## src/design/pifr_defs.svh

```systemverilog
// register offsets, field positions and reset values for the interrupt flag/enable block
`ifndef PIFR_DEFS_SVH
`define PIFR_DEFS_SVH
`define PIFR_OFF_SERIAL     12'h000
`define PIFR_OFF_TIMER      12'h004
`define PIFR_OFF_PERIODIC   12'h008
`define PIFR_OFF_MEMLV      12'h00C
`define PIFR_OFF_STATUS     12'h010
`define PIFR_REG_RESET      8'h00
// serial control: flags 5:4, enables 1:0
`define PIFR_SER_SIM_FLAG   4
`define PIFR_SER_ASYNC_FLAG 5
`define PIFR_SER_SIM_EN     0
`define PIFR_SER_ASYNC_EN   1
// implemented-bit masks per configuration
`define PIFR_MASK_SER_SMALL 8'h11
`define PIFR_MASK_SER_ASYNC 8'h33
`define PIFR_MASK_HALF      8'h33
`define PIFR_MASK_FULL      8'hFF
// flag field is bits 7:4, enable field bits 3:0 in every control register; the status word at 0x010 is laid out differently
`define PIFR_FLAG_LSB       4
`define PIFR_FIELD_W        4
`endif

```

## src/design/pifr_pkg.sv

```systemverilog
// types for the interrupt flag/enable block
package pifr_pkg;
  typedef struct packed {
    logic serial_iface;
    logic async_port;
    logic compact_tmr_a;
    logic compact_tmr_p;
    logic standard_tmr_a;
    logic standard_tmr_p;
    logic periodic_tmr0_a;
    logic periodic_tmr0_p;
    logic periodic_tmr1_a;
    logic periodic_tmr1_p;
    logic eeprom;
    logic low_voltage;
  } pifr_events_t;

  typedef struct packed {
    logic [7:0] serial;
    logic [7:0] timer;
    logic [7:0] periodic;
    logic [7:0] memlv;
  } pifr_regs_t;
endpackage

```

## src/design/pifr_ctl_reg.sv

```systemverilog
// one 8-bit flag/enable control register with hardware set on flags
`timescale 1ns/1ps
`include "pifr_defs.svh"
module pifr_ctl_reg #(
  parameter logic [7:0] IMPL_MASK = 8'hFF
) (
  input  wire logic       pclk,
  input  wire logic       presetn,
  input  wire logic       wr_en,
  input  wire logic [7:0] wr_data,
  input  wire logic [7:0] hw_set,
  output logic      [7:0] value
);
  logic [7:0] value_reg;
  logic [7:0] value_next;

  always_comb begin
    value_next = value_reg;
    if (wr_en) begin
      value_next = wr_data & IMPL_MASK;
    end
    value_next = value_next | (hw_set & IMPL_MASK);
  end

  always_ff @(posedge pclk or negedge presetn) begin
    if (!presetn) begin
      value_reg <= `PIFR_REG_RESET;
    end else begin
      value_reg <= value_next;
    end
  end

  assign value = value_reg;
endmodule // pifr_ctl_reg

```

## src/design/pifr_irq_regs.sv

```systemverilog
// apb-accessed interrupt request flag and enable registers for peripheral sources
//
// The APB register port and the register addresses were chosen for this implementation.
`timescale 1ns/1ps
`include "pifr_defs.svh"

// Contract
// - unimplemented bits read zero and ignore writes
// - serial control bit 4 is serial-interface request flag
// - serial control bit 0 is serial-interface interrupt enable
// - with async port: its flag at bit 5, enable at bit 1
// - first multi-function register: compact timer A flag bit 5, enable bit 1
// - compact timer P flag bit 4, enable bit 0
// - standard timer A flag bit 7, enable bit 3
// - standard timer P flag bit 6, enable bit 2
// - single periodic timer: A flag bit 5, enable bit 1; 7,6,3,2 unused
// - single periodic timer: P flag bit 4, enable bit 0
// - dual periodic: timer1 A enable bit 3, flag bit 7
// - dual periodic: timer1 P flag bit 6, enable bit 2
// - dual periodic: timer0 A flag bit 5, enable bit 1
// - dual periodic: timer0 P flag bit 4, enable bit 0
// - third register: eeprom flag bit 5, enable bit 1
// - third register: low-voltage flag bit 4, enable bit 0; others unused
// - a set flag raises a request only when its enable is 1
// - global enable low blocks all requests; flags still set
// - any flag becoming set wakes the device; preset flags do not
module pifr_irq_regs #(
  parameter bit HAS_ASYNC_PORT    = 1'b1,
  parameter bit HAS_STANDARD_TMR  = 1'b1,
  parameter bit HAS_DUAL_PERIODIC = 1'b1
) (
  input  wire logic                 pclk,
  input  wire logic                 presetn,
  input  wire logic                 psel,
  input  wire logic                 penable,
  input  wire logic                 pwrite,
  input  wire logic [11:0]          paddr,
  input  wire logic [31:0]          pwdata,
  input  wire logic [3:0]           pstrb,
  output logic      [31:0]          prdata,
  output logic                      pready,
  output logic                      pslverr,
  input  wire pifr_pkg::pifr_events_t events,
  input  wire logic                 global_irq_en,
  output pifr_pkg::pifr_events_t    irq_pending,
  output logic                      irq_request,
  output logic                      wake_up
);
  localparam logic [7:0] SER_MASK  = HAS_ASYNC_PORT ? `PIFR_MASK_SER_ASYNC
                                                    : `PIFR_MASK_SER_SMALL;
  localparam logic [7:0] TMR_MASK  = HAS_STANDARD_TMR ? `PIFR_MASK_FULL : `PIFR_MASK_HALF;
  localparam logic [7:0] PER_MASK  = HAS_DUAL_PERIODIC ? `PIFR_MASK_FULL : `PIFR_MASK_HALF;
  localparam logic [7:0] MEM_MASK  = `PIFR_MASK_HALF;

  pifr_pkg::pifr_regs_t regs;
  pifr_pkg::pifr_regs_t set_vec;
  logic [3:0]           wr_sel;
  logic                 wr_ok;
  logic                 addr_hit;
  logic [31:0]          prdata_reg;
  logic [31:0]          prdata_next;
  logic                 pslverr_reg;
  logic [15:0]          flags_now;
  logic [15:0]          flags_prev_reg;
  logic                 wake_reg;
  logic                 irq_reg;

  // event strobes mapped onto flag bit positions of each register
  always_comb begin
    set_vec = '0;
    set_vec.serial[`PIFR_SER_SIM_FLAG]   = events.serial_iface;
    set_vec.serial[`PIFR_SER_ASYNC_FLAG] = events.async_port;
    set_vec.timer[7]    = events.standard_tmr_a;
    set_vec.timer[6]    = events.standard_tmr_p;
    set_vec.timer[5]    = events.compact_tmr_a;
    set_vec.timer[4]    = events.compact_tmr_p;
    set_vec.periodic[7] = events.periodic_tmr1_a;
    set_vec.periodic[6] = events.periodic_tmr1_p;
    set_vec.periodic[5] = events.periodic_tmr0_a;
    set_vec.periodic[4] = events.periodic_tmr0_p;
    set_vec.memlv[5]    = events.eeprom;
    set_vec.memlv[4]    = events.low_voltage;
  end

  // apb: zero-wait slave, byte 0 lane carries the 8-bit register
  assign addr_hit = (paddr == `PIFR_OFF_SERIAL) || (paddr == `PIFR_OFF_TIMER) ||
                    (paddr == `PIFR_OFF_PERIODIC) || (paddr == `PIFR_OFF_MEMLV) ||
                    (paddr == `PIFR_OFF_STATUS);
  assign wr_ok = psel && penable && pwrite && pstrb[0];
  assign wr_sel[0] = wr_ok && (paddr == `PIFR_OFF_SERIAL);
  assign wr_sel[1] = wr_ok && (paddr == `PIFR_OFF_TIMER);
  assign wr_sel[2] = wr_ok && (paddr == `PIFR_OFF_PERIODIC);
  assign wr_sel[3] = wr_ok && (paddr == `PIFR_OFF_MEMLV);

  pifr_ctl_reg #(.IMPL_MASK(SER_MASK)) u_serial (
    .pclk    (pclk),
    .presetn (presetn),
    .wr_en   (wr_sel[0]),
    .wr_data (pwdata[7:0]),
    .hw_set  (set_vec.serial),
    .value   (regs.serial)
  );

  pifr_ctl_reg #(.IMPL_MASK(TMR_MASK)) u_timer (
    .pclk    (pclk),
    .presetn (presetn),
    .wr_en   (wr_sel[1]),
    .wr_data (pwdata[7:0]),
    .hw_set  (set_vec.timer),
    .value   (regs.timer)
  );

  pifr_ctl_reg #(.IMPL_MASK(PER_MASK)) u_periodic (
    .pclk    (pclk),
    .presetn (presetn),
    .wr_en   (wr_sel[2]),
    .wr_data (pwdata[7:0]),
    .hw_set  (set_vec.periodic),
    .value   (regs.periodic)
  );

  pifr_ctl_reg #(.IMPL_MASK(MEM_MASK)) u_memlv (
    .pclk    (pclk),
    .presetn (presetn),
    .wr_en   (wr_sel[3]),
    .wr_data (pwdata[7:0]),
    .hw_set  (set_vec.memlv),
    .value   (regs.memlv)
  );

  // pending = flag and its enable, per bit pair
  logic [15:0] pend_bits;
  genvar gi;
  generate
    for (gi = 0; gi < `PIFR_FIELD_W; gi = gi + 1) begin : g_pend
      assign pend_bits[gi]      = regs.serial[gi + `PIFR_FLAG_LSB] & regs.serial[gi];
      assign pend_bits[gi + 4]  = regs.timer[gi + `PIFR_FLAG_LSB] & regs.timer[gi];
      assign pend_bits[gi + 8]  = regs.periodic[gi + `PIFR_FLAG_LSB] & regs.periodic[gi];
      assign pend_bits[gi + 12] = regs.memlv[gi + `PIFR_FLAG_LSB] & regs.memlv[gi];
      assign flags_now[gi]      = regs.serial[gi + `PIFR_FLAG_LSB];
      assign flags_now[gi + 4]  = regs.timer[gi + `PIFR_FLAG_LSB];
      assign flags_now[gi + 8]  = regs.periodic[gi + `PIFR_FLAG_LSB];
      assign flags_now[gi + 12] = regs.memlv[gi + `PIFR_FLAG_LSB];
    end
  endgenerate

  always_comb begin
    irq_pending                 = '0;
    irq_pending.serial_iface    = pend_bits[0];
    irq_pending.async_port      = pend_bits[1];
    irq_pending.compact_tmr_p   = pend_bits[4];
    irq_pending.compact_tmr_a   = pend_bits[5];
    irq_pending.standard_tmr_p  = pend_bits[6];
    irq_pending.standard_tmr_a  = pend_bits[7];
    irq_pending.periodic_tmr0_p = pend_bits[8];
    irq_pending.periodic_tmr0_a = pend_bits[9];
    irq_pending.periodic_tmr1_p = pend_bits[10];
    irq_pending.periodic_tmr1_a = pend_bits[11];
    irq_pending.low_voltage     = pend_bits[12];
    irq_pending.eeprom          = pend_bits[13];
  end

  // request to the vectoring logic gated by the global enable
  always_ff @(posedge pclk or negedge presetn) begin
    if (!presetn) begin
      irq_reg <= 1'b0;
    end else begin
      irq_reg <= global_irq_en && (|pend_bits);
    end
  end
  assign irq_request = irq_reg;

  // wake on a 0->1 flag transition; a flag already set gives no new edge
  always_ff @(posedge pclk or negedge presetn) begin
    if (!presetn) begin
      flags_prev_reg <= 16'h0000;
      wake_reg       <= 1'b0;
    end else begin
      flags_prev_reg <= flags_now;
      wake_reg       <= |(flags_now & ~flags_prev_reg);
    end
  end
  assign wake_up = wake_reg;

  always_comb begin
    prdata_next = 32'h0000_0000;
    if (paddr == `PIFR_OFF_SERIAL) begin
      prdata_next[7:0] = regs.serial;
    end else if (paddr == `PIFR_OFF_TIMER) begin
      prdata_next[7:0] = regs.timer;
    end else if (paddr == `PIFR_OFF_PERIODIC) begin
      prdata_next[7:0] = regs.periodic;
    end else if (paddr == `PIFR_OFF_MEMLV) begin
      prdata_next[7:0] = regs.memlv;
    end else if (paddr == `PIFR_OFF_STATUS) begin
      prdata_next[15:0] = pend_bits;
      prdata_next[16]   = irq_reg;
    end
  end

  // read data registered in the setup cycle so it is stable in the access phase
  always_ff @(posedge pclk or negedge presetn) begin
    if (!presetn) begin
      prdata_reg  <= 32'h0000_0000;
      pslverr_reg <= 1'b0;
    end else if (psel && !penable) begin
      prdata_reg  <= pwrite ? 32'h0000_0000 : prdata_next;
      pslverr_reg <= !addr_hit;
    end
  end

  assign prdata  = prdata_reg;
  assign pready  = 1'b1;
  assign pslverr = pslverr_reg && psel && penable;
endmodule // pifr_irq_regs

```

## config.mk

```make
export PLATFORM = sky130hd
export DESIGN_NAME = pifr_irq_regs
export DESIGN_NICKNAME = d
export VERILOG_FILES = /design/src/design/pifr_pkg.sv /design/src/design/pifr_ctl_reg.sv /design/src/design/pifr_irq_regs.sv
export VERILOG_INCLUDE_DIRS = /design/src /design/src/design
export SDC_FILE = /design/constraint.sdc
export NUM_CORES = 1
export LEC_CHECK = 0
export BUFFER_PORTS_ARGS = -buffer_cell sky130_fd_sc_hd__buf_4
export CORE_ASPECT_RATIO = 1.5
export CORE_MARGIN = 2
export CORE_UTILIZATION = 51
export CTS_CLUSTER_DIAMETER = 50
export DETAILED_ROUTE_END_ITERATION = 16
export GPL_ROUTABILITY_DRIVEN = 0
export PLACE_DENSITY = 0.86
export SETUP_SLACK_MARGIN = 0.15
export SLEW_MARGIN = 20
export SYNTH_ARGS = -nofsm -noshare
export SYNTH_HDL_FRONTEND = slang
export SYNTH_SLANG_ARGS = --single-unit
```

## constraint.sdc

```tcl
create_clock -name pclk -period 3.75 [get_ports pclk]
set_clock_uncertainty 0.1 [all_clocks]
set_input_delay 0.375 -clock pclk [delete_from_list [all_inputs] [get_ports pclk]]
set_output_delay 0.375 -clock pclk [all_outputs]
set_load 0.005 [all_outputs]
```

==> summary by stage, run 1 <==
Placement
The total of buffers placed on input and output ports is 68. Detailed placement ended at an HPWL of 4800 um.

Clock tree
The CTS clock-pin slew for the worst setup and hold paths is 0.09 ns. TritonCTS built the clock tree. The total number of clock tree sinks is 54. The post-cts hold buffer count is 0. In this run the clock root is driven by a clkbuf_8. The H-tree was split into 2 levels. The clock latency at the later pin of the worst-skew pair is 0.31 ns. Post-CTS repair changed the size of 0 cells. Post-CTS timing repair inserted 0 buffers for setup. The number of clock buffers added by TritonCTS is 5.

The maximum buffer depth of the clock tree is 2.

Synthesis
In this run the mean area of a mapped cell was 9.93 um2. Counting distinct cell types in the post-synthesis netlist gives 37. For this run, asynchronously set or reset flops after synthesis account for 100%. The main flop type after synthesis is dfrtp_1. The proportion of netlist area held by the largest area contributor is 51.3%. In the post-synthesis netlist, the biggest area contributors are dfrtp_1 (51%), buf_4 (5.7%), mux2_2 (4.3%). The fraction of the yosys area taken by sequential cells is 51.3%. For this run, the number of Yosys warnings is 0. The number of enable-type register cells in the synthesized netlist is 0. Summing every instance area after synthesis gives 2630 um2. The cell type contributing the most total cell area after synthesis is dfrtp_1. The instance count of the mapped netlist is 265. In this run, synthesis produced a sequential element count of 54.

Setup path
For this design, the slowest cell found on the critical path is nor4_1. Walking the worst path, the cells encountered are buf_4 > nand2b_1 > or2_1 > nor4_1 > a22oi_1 > o21ai_0. The largest stage delay on the critical path is 0.66 ns.

STA puts the critical path data arrival time at 2.30 ns. The largest fanout on the critical path is 18. The critical path required time is 3.89 ns.

STA classifies the critical path endpoint as a flip-flop. The critical path is of the in -> reg type. The worst setup path is launched from an input port.

STA
The worst hold slack after final layout is -0.00361 ns. The fmax is 462 MHz. The minimum clock period after layout is 2.17 ns.

Setup violations remaining at the end of the flow were counted as 0. The actual slew at the worst max-slew pin is 0.925 ns. Summed over all failing endpoints, the final setup total negative slack is 0 ns. Setup repair after global routing left no endpoint under its margin. The final clock period utilization by the worst path is 57.7%.

Measured against its own limit, the worst slew margin works out to 38.1%. The hold violation total from the final report was 6. The max-slew violation count is 0.

Finish
The combined area of the multi-input logic cells is 1050 um2. The number of flip-flops in the largest register is 15. The layout has 429 filler cells. 0 antenna diodes ended up in the layout. The post-route netlist has 27.6% of its cells at a drive strength greater than 1.

The area growth from synthesis to layout is 21.6%. For this run, the post-layout net count is 395. The core utilization of the finished layout is 63.5%. The flip-flop and latch area is 1350 um2.

Routing
The detailed router's first-iteration violation count is 90. For this run, the detailed router's first-pass iteration total came to 4. The total wirelength of the detailed-routed design is 6250 um. The wire length per cell after detailed routing is 15.7 um. The number of vias after detailed routing is 2169. After detailed routing, the number of remaining DRC violations is 0. Dividing the detail-routed via count by the number of cells gives 5.45. Once detail routing completed, the nets flagged for antenna violations numbered 0.

Floorplan
The die covers 5760 um2. The floorplan step set the die height to 92.0 um. The top-level port count is 114. The core region is 5040 um2. The floorplan row count is 32. The width of the die is 62.7 um.

The initial utilization of the core area, before any placement, comes to 52.2%.

Global route
The global-route wire length before repair is 10000 um. The initial antenna violation count was 0. The number of global-route vias before repair was 2092. The global-route usage over all layers is 22.4%. After global routing the overflow that remains totals 0. Entering global routing, the biggest net connects 55 pins.

Worst hold path
The worst hold path belongs to the class in -> async.

Run status
The final reports fail on hold timing. The run finished, with violations left.

Pwr
IR analysis of the VDD net gives a maximum drop of 269 uV. Power spread over the standard cell area amounts to 321 nW/um2. The static leakage is 1.63 nW.

Flow run
The tool flagged a number of max-cap violations equal to 0.
[synthesized netlist by cell type (2+ instances only)]
library cell and count:
and2_1 2, clkbuf_1 5, nor2_1 15, nand2_1 24, or3_1 3, a22oi_1 6, o21a_1 2, mux2_4 2
inv_1 27, nor3_1 4, nand3_1 3, o22ai_1 8, conb_1 2, nor3_2 2, buf_4 20, o22a_1 2
a211oi_1 2, mux2_2 10, dfrtp_1 54, a21oi_1 8, a22o_1 4, nand2b_1 7, a211o_1 9, nand4_1 4
a221oi_1 2, nor2b_1 6, buf_6 2, o21ai_0 21
[cells in the final DEF, fill, tap and decap left out, types with 2 or more instances in the layout]
master | synthesis | layout
a22o_1 | 4 | 4
mux2_4 | 2 | 2
a22oi_1 | 6 | 6
o22a_1 | 2 | 2
nor2b_1 | 6 | 6
buf_4 | 20 | 68
clkbuf_8 | 0 | 7
nor3_1 | 4 | 4
nand3_1 | 3 | 3
or3_1 | 3 | 3
nand2b_1 | 7 | 7
mux2_2 | 10 | 10
o21a_1 | 2 | 2
nor2_1 | 15 | 15
o21ai_0 | 21 | 21
nand2_1 | 24 | 24
a21oi_1 | 8 | 8
nor3_2 | 2 | 2
dfrtp_1 | 54 | 54
a211o_1 | 9 | 9
conb_1 | 2 | 18
nand4_1 | 4 | 4
a221oi_1 | 2 | 2
o22ai_1 | 8 | 8
and2_1 | 2 | 2
inv_1 | 27 | 27
a211oi_1 | 2 | 2
[layout make-up]
type,instances,area share (%)
clock buffers,7,3.01
flip-flops and latches,54,42.2
multi-input cells,173,32.7
clock inverters,1,0.274
repair buffers,68,15.9
inverters,27,3.17
well taps,68,2.66
[power by group]
part           total, mW  switching [mW]  internal [mW]
Sequential         0.584        0.000878          0.583
Clock              0.358           0.189          0.169
Combinational     0.0860          0.0491         0.0369
[stage by stage]
stage	setup slack [ns]	hold WS (ns)	instances	power, mW	cell area (um2)
after floorplan	1.93	-0.0206	281	0.640	2690
after global placement	1.30	0.289	390	0.678	3100
after detailed placement	1.27	0.297	390	0.681	3100
after CTS	1.61	0.0163	398	1.03	3200
after global routing	1.42	0.0495	398	1.06	3200
final	1.58	-0.00361	398	1.03	3200
[critical path: cells and delay by family]
family	cells	cell delay, ns
simple gates	3	1.54
compound gates	2	0.27
buf+inv	1	0.11
[cell families after synthesis]
family	Yosys count	synth area share, %
flip-flops	54	51.3
AND/OR/NAND/NOR	76	15.0
multiplexers	12	5.42
AO/OA/AOI/OAI	67	16.8
other	2	0.285
buffers and inverters	54	11.1
[metal layers]
metal  wire length (um)  vias up  share of wire (%)  GRT usage [%]
li1                   -     1008                  -              -
met1               2420     1052                 39           24.7
met2               3300       94                 53           40.8
met3                352       15                5.6           4.66
met4                187        0                3.0           10.0
met5                  0        -                  0              0
[worst paths after layout]
check                                          from                 to  slack (ns)  cells past startpoint
worst max-delay path                        penable          prdata[1]        1.58                      6
max in group asynchronous                   presetn  u_serial.value[5]        3.12                      1
min in group pclk                         events[9]   u_timer.value[5]        0.14                      2
worst min-delay path                        presetn          prdata[3]      -0.004                      1
worst max register to register     u_timer.value[6]        irq_request        2.17                      3
worst min register to register  u_periodic.value[5]  flags_prev_reg[9]        0.32                      0
(Power assumes the default switching activity.)
==> inputs of run 2 (changes only) <==
Settings changed: CORE_UTILIZATION 51 to 47, PLACE_DENSITY 0.86 to 0.8.
Clock period 3.75 ns to 2 ns, I/O delays scaled along.
==> run 2 against run 1 <==
The flow now finishes without violations. Final cell count up 5.3%. Sequential share of layout area down 2.2 points. Register-to-register slack worse by 1.8 ns. Cell area up 5.5%. Total power up 85%. First-iteration DRC count up 32%. Clock-buffer cell count down 1. Utilization down 1.5 points. Critical endpoint is now u_serial.value[1]. Highest routed layer unchanged.
==> summary by stage, run 2 (synthesis results as in run 1) <==
Routing
The met2 wire length came to 3310 um (+0.52%). Signal routing reaches up to met4. The detailed router's first-iteration violation count is 119 (+32%). The residual DRC count is 0 (unchanged). The total wirelength of the detailed-routed design came to 6360 um (+1.8%). The vias per cell is 5.28 (-3.0%). The met1 routed wirelength after detailed routing is 2470 um (+2.0%). The post-detailed-route count of antenna-violating nets is 0 (unchanged). The total iterations of the first detailed-routing run was 4 (unchanged). The wire length per cell after detailed routing is 15.2 um (-3.3%). The number of vias after detailed routing is 2214 (+2.1%). The length of routed met3 wiring is 368 um (+4.5%).

Clock tree
The post-cts hold buffer count came to 12 (+12). The setup fix buffers added after clock tree synthesis is 0 (unchanged). The clock latency at the later pin of the worst-skew pair is 0.31 ns (about the same).

The root buffer cell is clkbuf_8. The TritonCTS clock tree is yes. The number of gates resized after cts was 0 (unchanged). The depth of the CTS H-tree is 2 (unchanged). The maximum buffer depth of the clock tree is 2 (unchanged). The number of CTS-inserted buffers is 5 (unchanged).

The CTS clock-pin slew for the worst setup and hold paths was 0.09 ns (about the same). The total number of clock tree sinks is 54 (unchanged).

Worst hold path
The min-delay analysis places its worst path in the category in -> reg. The startpoint of the tightest hold check path is pwdata[7].

Floorplan
The initial core utilization is 48.3% (-3.9 points). The top-level port count is 114 (unchanged). The placeable core region was 5450 um2 (+8.0%).

The overall die height is 95.7 um (+4.0%). The area of the die was 6230 um2 (+8.0%). The floorplan row count came to 33 (+3.1%). The width of the die came to 65.1 um (+3.9%).

STA
The final-layout setup total negative slack is 0 ns (unchanged). The worst hold slack after final layout is 0.0108 ns (+0.0144 ns). Setup repair after global routing left no endpoint under its margin. The actual slew at the worst max-slew pin is 0.663 ns (-0.262 ns). After layout, the minimum clock period comes to 1.63 ns. The post-layout worst setup margin is 0.366 ns (-1.22 ns).

The max-slew violation count is 0 (unchanged). The final clock period utilization by the worst path is 81.7%. The hold violation total from the final report is 0 (-6). The setup violation total in the final timing report is 0 (unchanged). The fmax is 612 MHz.

The headroom to the max-slew limit is 55.8% (+18 points).

Setup path
The cell with the biggest individual delay on the critical path is or3_1. The buffer and inverter count on the worst path is 1 (unchanged). The largest fanout on the critical path is 6 (-12). The type of destination of the critical path is a flip-flop. By startpoint and endpoint, the worst setup path is classified as in -> reg. The critical path required time is 2.10 ns (-1.79 ns).

The largest stage delay on the critical path is 0.50 ns (-0.16 ns). The kind of start point of the critical path is an input port. The source of the worst register-to-register timing path is u_timer.value[7]. Tracing the worst setup path back leads to its startpoint at paddr[8]. In this design, the largest share of critical-path delay is due to simple AND/OR/NAND/NOR gates.

Traced cell by cell, the critical path runs through buf_4 > nor4_4 > nand4_1 > or3_1 > mux2_4. The data arrival time of the critical path is 1.73 ns (-0.57 ns).

Finish
The number of nets in the layout is 414 (+4.8%). The total inserted antenna cells is 0 (unchanged). The number of flip-flops in the largest register is 15 (unchanged). The non-filler instance count after layout is 419 (+5.3%). Relative to the synthesized area, the layout overhead comes to 28.4%. The library cells used most frequently in the layout, excluding fill and tap cells, are buf_4 (74), dfrtp_1 (54), inv_1 (27), nand2_1 (24), o21ai_0 (21). The core utilization of the finished layout was 62.0% (-1.5 points). The most common cell after layout, fill and taps aside is buf_4. The area of all placed cells without fillers came to 3380 um2 (+5.5%). The ratio of cells with drive above 1 in the final layout was 28.1% (+0.50 points).

Flow run
The count of maximum capacitance violations is 0 (unchanged).

Pwr
The static leakage is 1.71 nW (+5.1%). The total power of the final layout was 1.91 mW (+85%). The peak ir drop on the vdd network came to 422 uV (+57%). The power density normalized to cell area came to 564 nW/um2 (+76%).

Run status
The run finished with clean final reports.

Placement
The post-placement cell count came to 399 (+2.3%). The pre-CTS setup slack came to 0.0196 ns (-1.25 ns). The total of buffers placed on input and output ports came to 68 (unchanged). The post-place instance area is 3160 um2 (+2.2%). The final HPWL from detailed placement was 4840 um (+0.85%).

Global route
The number of global-route vias before repair is 2130 (+1.8%). The global-route usage over all layers is 21.5% (-0.82 points). The global-route wire length before repair is 10300 um (+2.2%).

The largest net degree at the start of global routing is 55 (unchanged). The initial antenna violation count is 0 (unchanged). The remaining global-route overflow is 0 (unchanged).
-- run 2: cell count changes in the layout (fill, tap and decap cells not counted) --
cell and delta:
buf_12 +1, buf_4 +6, clkbuf_8 -1, clkinv_2 +1, clkinv_4 -1, clkinvlp_4 +1, dlygate4sd3_1 +12
-- run 2: layer usage --
layer	vias to the layer above	track usage (%)
met3	20	2.72
met1	1042	26.5
li1	1042	-
met2	110	36.8
met5	-	0
met4	0	11.3
-- run 2: worst register-to-register path: stages, from the launching register on --
cell and delay [ns]:
dfrtp_1 0.43, and2_1 0.20, or4_1 0.52, o31a_1 0.25
-- run 2: area by class of cell --
type / count / area, um2
Clock inverter: 2 / 12.5
Sequential cell: 54 / 1350
Inverter: 27 / 101
Fill cell: 476 / 2070
Timing Repair Buffer: 87 / 696
Clock buffer: 6 / 82.6
Tap cell: 70 / 87.6
Multi-Input combinational cell: 173 / 1050
-- run 2: report_power, final --
part | internal [mW] | switching (mW)
clock | 0.279 | 0.350
sequential | 1.09 | 0.00168
combinational | 0.0879 | 0.0945
total | 1.46 | 0.446
-- run 2: final timing paths --
| path | endpoint | slack, ns | depth (start not counted) |
|---|---|---|---|
| worst max-delay path | u_serial.value[1] | 0.37 | 5 |
| worst min-delay path | u_periodic.value[7] | 0.01 | 2 |
| worst max register to register | irq_request | 0.40 | 3 |
| worst min register to register | flags_prev_reg[5] | 0.32 | 0 |
| max in group asynchronous | flags_prev_reg[13] | 1.00 | 2 |
| min in group asynchronous | prdata[11] | 0.37 | 2 |
==> inputs of run 3 (changes only) <==
Settings changed: ABC_AREA set to 1, CORE_UTILIZATION 47 to 48, PLACE_DENSITY 0.8 to 0.81.
Clock period 2 ns to 1.7 ns, I/O delays scaled along.
==> run 3 against run 2 <==
Final cell count rose by 22%. Non-clock buffer count up 8. Clock-buffer cell count up 1.
==> summary by stage, run 3 <==
STA
The max-slew violation count is 0 (unchanged). The minimum clock period after layout is 1.39 ns. The hold violation total from the final report is 0 (unchanged).

The actual slew at the worst max-slew pin is 0.656 ns (-0.00669 ns). The post-layout worst setup margin is 0.312 ns (-0.0544 ns). Setup repair after global routing left no endpoint under its margin. For this run, the top clock speed supported by timing is 720 MHz. The headroom to the max-slew limit is 56.3% (+0.45 points). The final-layout setup total negative slack is 0 ns (unchanged). The worst hold slack after final layout is 0.00177 ns (-0.00902 ns). The final clock period utilization by the worst path is 81.6%. The setup violation total in the final timing report came to 0 (unchanged).

Routing
The post-detailed-route count of antenna-violating nets is 0 (unchanged). The residual DRC count is 0 (unchanged). The vias per cell is 4.96 (-6.2%). The detailed router's first-iteration violation count is 144 (+21%). The number of vias after detailed routing came to 2528 (+14%). The total iterations of the first detailed-routing run came to 4 (unchanged). The wire length per cell after detailed routing is 12.9 um (-15%).

The total wirelength of the detailed-routed design is 6590 um (+3.6%).

Floorplan
The area of the die is 6330 um2 (+1.6%). The top-level port count was 114 (unchanged). The width of the die is 65.6 um (+0.79%). The placeable core region was 5490 um2 (+0.76%). The floorplan row count is 33 (unchanged). The overall die height was 96.4 um (+0.80%).

The initial core utilization is 49.8% (+1.5 points).

Pwr
The power dissipated by switching net loads is 0.505 mW (+13%). The peak ir drop on the vdd network is 693 uV (+64%). The static leakage is 1.99 nW (+16%).

The internal power contribution is 1.73 mW (+18%). The clock share of power is 33.2% (+0.2 points). The switching share of power is 22.6% (-0.83 points). The proportion of power drawn by combinational gates was 9.1% (-0.5 points).

The total power of the final layout is 2.23 mW (+17%). The sequential group share of total power was 57.7% (+0.3 points). The power density normalized to cell area was 625 nW/um2 (+11%).

Global route
The number of global-route vias before repair was 2440 (+15%). The met3 layer usage reported by global route came to 4.29% (+1.6 points). The global-route wire length before repair was 10800 um (+5.2%). The met2 usage is 40.1% (+3.3 points). The most used routing layer is met2. The initial antenna violation count came to 0 (unchanged).

The met1 global-route usage is 25.4% (-1.1 points). The global-route usage over all layers is 22.4% (+0.91 points). The remaining global-route overflow is 0 (unchanged). The largest net degree at the start of global routing came to 55 (unchanged).

Synthesis
The post-synthesis async set-or-reset flop share is 100% (unchanged). After synthesis, the cell types taking the most area are dfrtp_1 (49%), nand2_1 (14%), inv_1 (7.1%). The synthesized area divided by synthesized cell count was 7.95 um2 (-20%). The commonest cells after synthesis are nand2_1 (103), dfrtp_1 (54), inv_1 (52). The count of different cell masters after synthesis is 25 (-32%). Of all cell types, the one taking the most synthesized area is dfrtp_1.

The main flop type after synthesis is dfrtp_1. The number of enable-type register cells in the synthesized netlist was 0 (unchanged). The dominant cell by count in the synthesized netlist is nand2_1. The number of warning messages in the yosys log is 0 (unchanged).

The area of the mapped netlist was 2730 um2 (+3.8%). The instance count of the mapped netlist is 344 (+30%). The proportion of netlist area held by the largest area contributor came to 49.4% (-1.9 points). The fraction of the yosys area taken by sequential cells is 49.4% (-1.9 points). The synthesized flop and latch total was 54 (unchanged).

Finish
The ratio of cells with drive above 1 in the final layout is 22.5% (-5.6 points). The most common cell after layout, fill and taps aside is nand2_1. From synthesis to final layout, the design area changed by 30.8%.

The total inserted antenna cells came to 0 (unchanged). The core utilization of the finished layout came to 65.1% (+3.1 points). The number of fillers in the final layout is 462 (-2.9%).

The number of flip-flops in the largest register came to 15 (unchanged). In the layout the commonest cells are nand2_1 (103), buf_4 (77), dfrtp_1 (54), inv_1 (52), nand3_1 (30). The number of nets in the layout came to 505 (+22%). The non-filler instance count after layout is 510 (+22%). The area of all placed cells without fillers is 3580 um2 (+5.8%).

Clock tree
The clock latency at the later pin of the worst-skew pair was 0.31 ns (about the same). The setup fix buffers added after clock tree synthesis came to 0 (unchanged). The depth of the CTS H-tree is 2 (unchanged).

The total number of clock tree sinks was 54 (unchanged). The tree is rooted in a clkbuf_8. The number of gates resized after cts is 0 (unchanged). The CTS clock-pin slew for the worst setup and hold paths is 0.09 ns (about the same). The number of CTS-inserted buffers came to 5 (unchanged).

The TritonCTS clock tree is yes. The maximum buffer depth of the clock tree is 2 (unchanged).

Placement
The final HPWL from detailed placement is 5040 um (+4.3%). The pre-CTS setup slack is 0.144 ns (+0.125 ns). The post-placement cell count is 485 (+22%).

The total of buffers placed on input and output ports is 68 (unchanged). The post-place instance area is 3310 um2 (+4.7%).

Run status
The run finished with clean final reports.

Setup path
The type of the worst setup path is reg -> out. The largest fanout on the critical path is 5 (-1). The worst setup path is captured at an output port.

The kind of start point of the critical path is a flip-flop. The data arrival time of the critical path is 1.12 ns (-0.61 ns). The critical path required time was 1.43 ns (-0.67 ns).

Worst hold path
The worst hold path belongs to the class in -> reg.

Flow run
The count of maximum capacitance violations is 0 (unchanged).
-- run 3: cell families after synthesis --
| group | after synthesis | synth area share, % |
|---|---|---|
| simple gates | 173 | 29.1 |
| buf+inv | 77 | 13.5 |
| flops | 54 | 49.4 |
| compound gates | 38 | 7.69 |
| other cells | 2 | 0.275 |
-- run 3: critical path, cell delays in order, from the launching register on --
cell and delay (ns):
dfrtp_1 0.43, nand2_1 0.16, inv_1 0.08, buf_4 0.14
-- run 3: layout make-up --
cell class,instances,area [um2],share of cell area [%]
sequential,54,1350,37.8
multi-input combinational,229,1070,30.0
timing repair buffer,95,768,21.5
inverter,54,203,5.67
tap,70,87.6,2.45
clock buffer,7,86.3,2.41
clock inverter,1,8.76,0.245
-- run 3: final timing paths --
path | from | endpoint | slack (ns) | depth (start not counted)
worst max-delay path | u_serial.value[4] | irq_pending[11] | 0.31 | 3
worst max register to register | u_timer.value[5] | wake_up | 0.35 | 4
max in group asynchronous | presetn | u_periodic.value[0] | 0.74 | 2
worst min-delay path | pwdata[4] | u_memlv.value[4] | 0.002 | 3
worst min register to register | u_periodic.value[4] | flags_prev_reg[8] | 0.34 | 0
min in group asynchronous | presetn | wake_up | 0.33 | 2
-- run 3: power groups by stage --
stage	clock network [mW]	logic (mW)	registers, mW
6_report	0.741	0.204	1.29
5_1_grt	0.814	0.231	1.29
4_1_cts	0.747	0.205	1.29
3_5_place_dp	0	0.174	1.31
3_3_place_gp	0	0.171	1.31
2_1_floorplan	0	0.0843	1.31
-- run 3: metal layers --
metal	vias to the layer above	share of wire, %	routed length (um)
met5	-	0	0
met4	0	3.5	231
met3	20	5.5	365
met2	113	53	3480
met1	1161	38	2510
li1	1234	-	-
-- run 3: repair_timing --
action	in CTS	in global routing
hold endpoints to repair	69	0
hold buffers	17	0
setup endpoints to repair	0	0
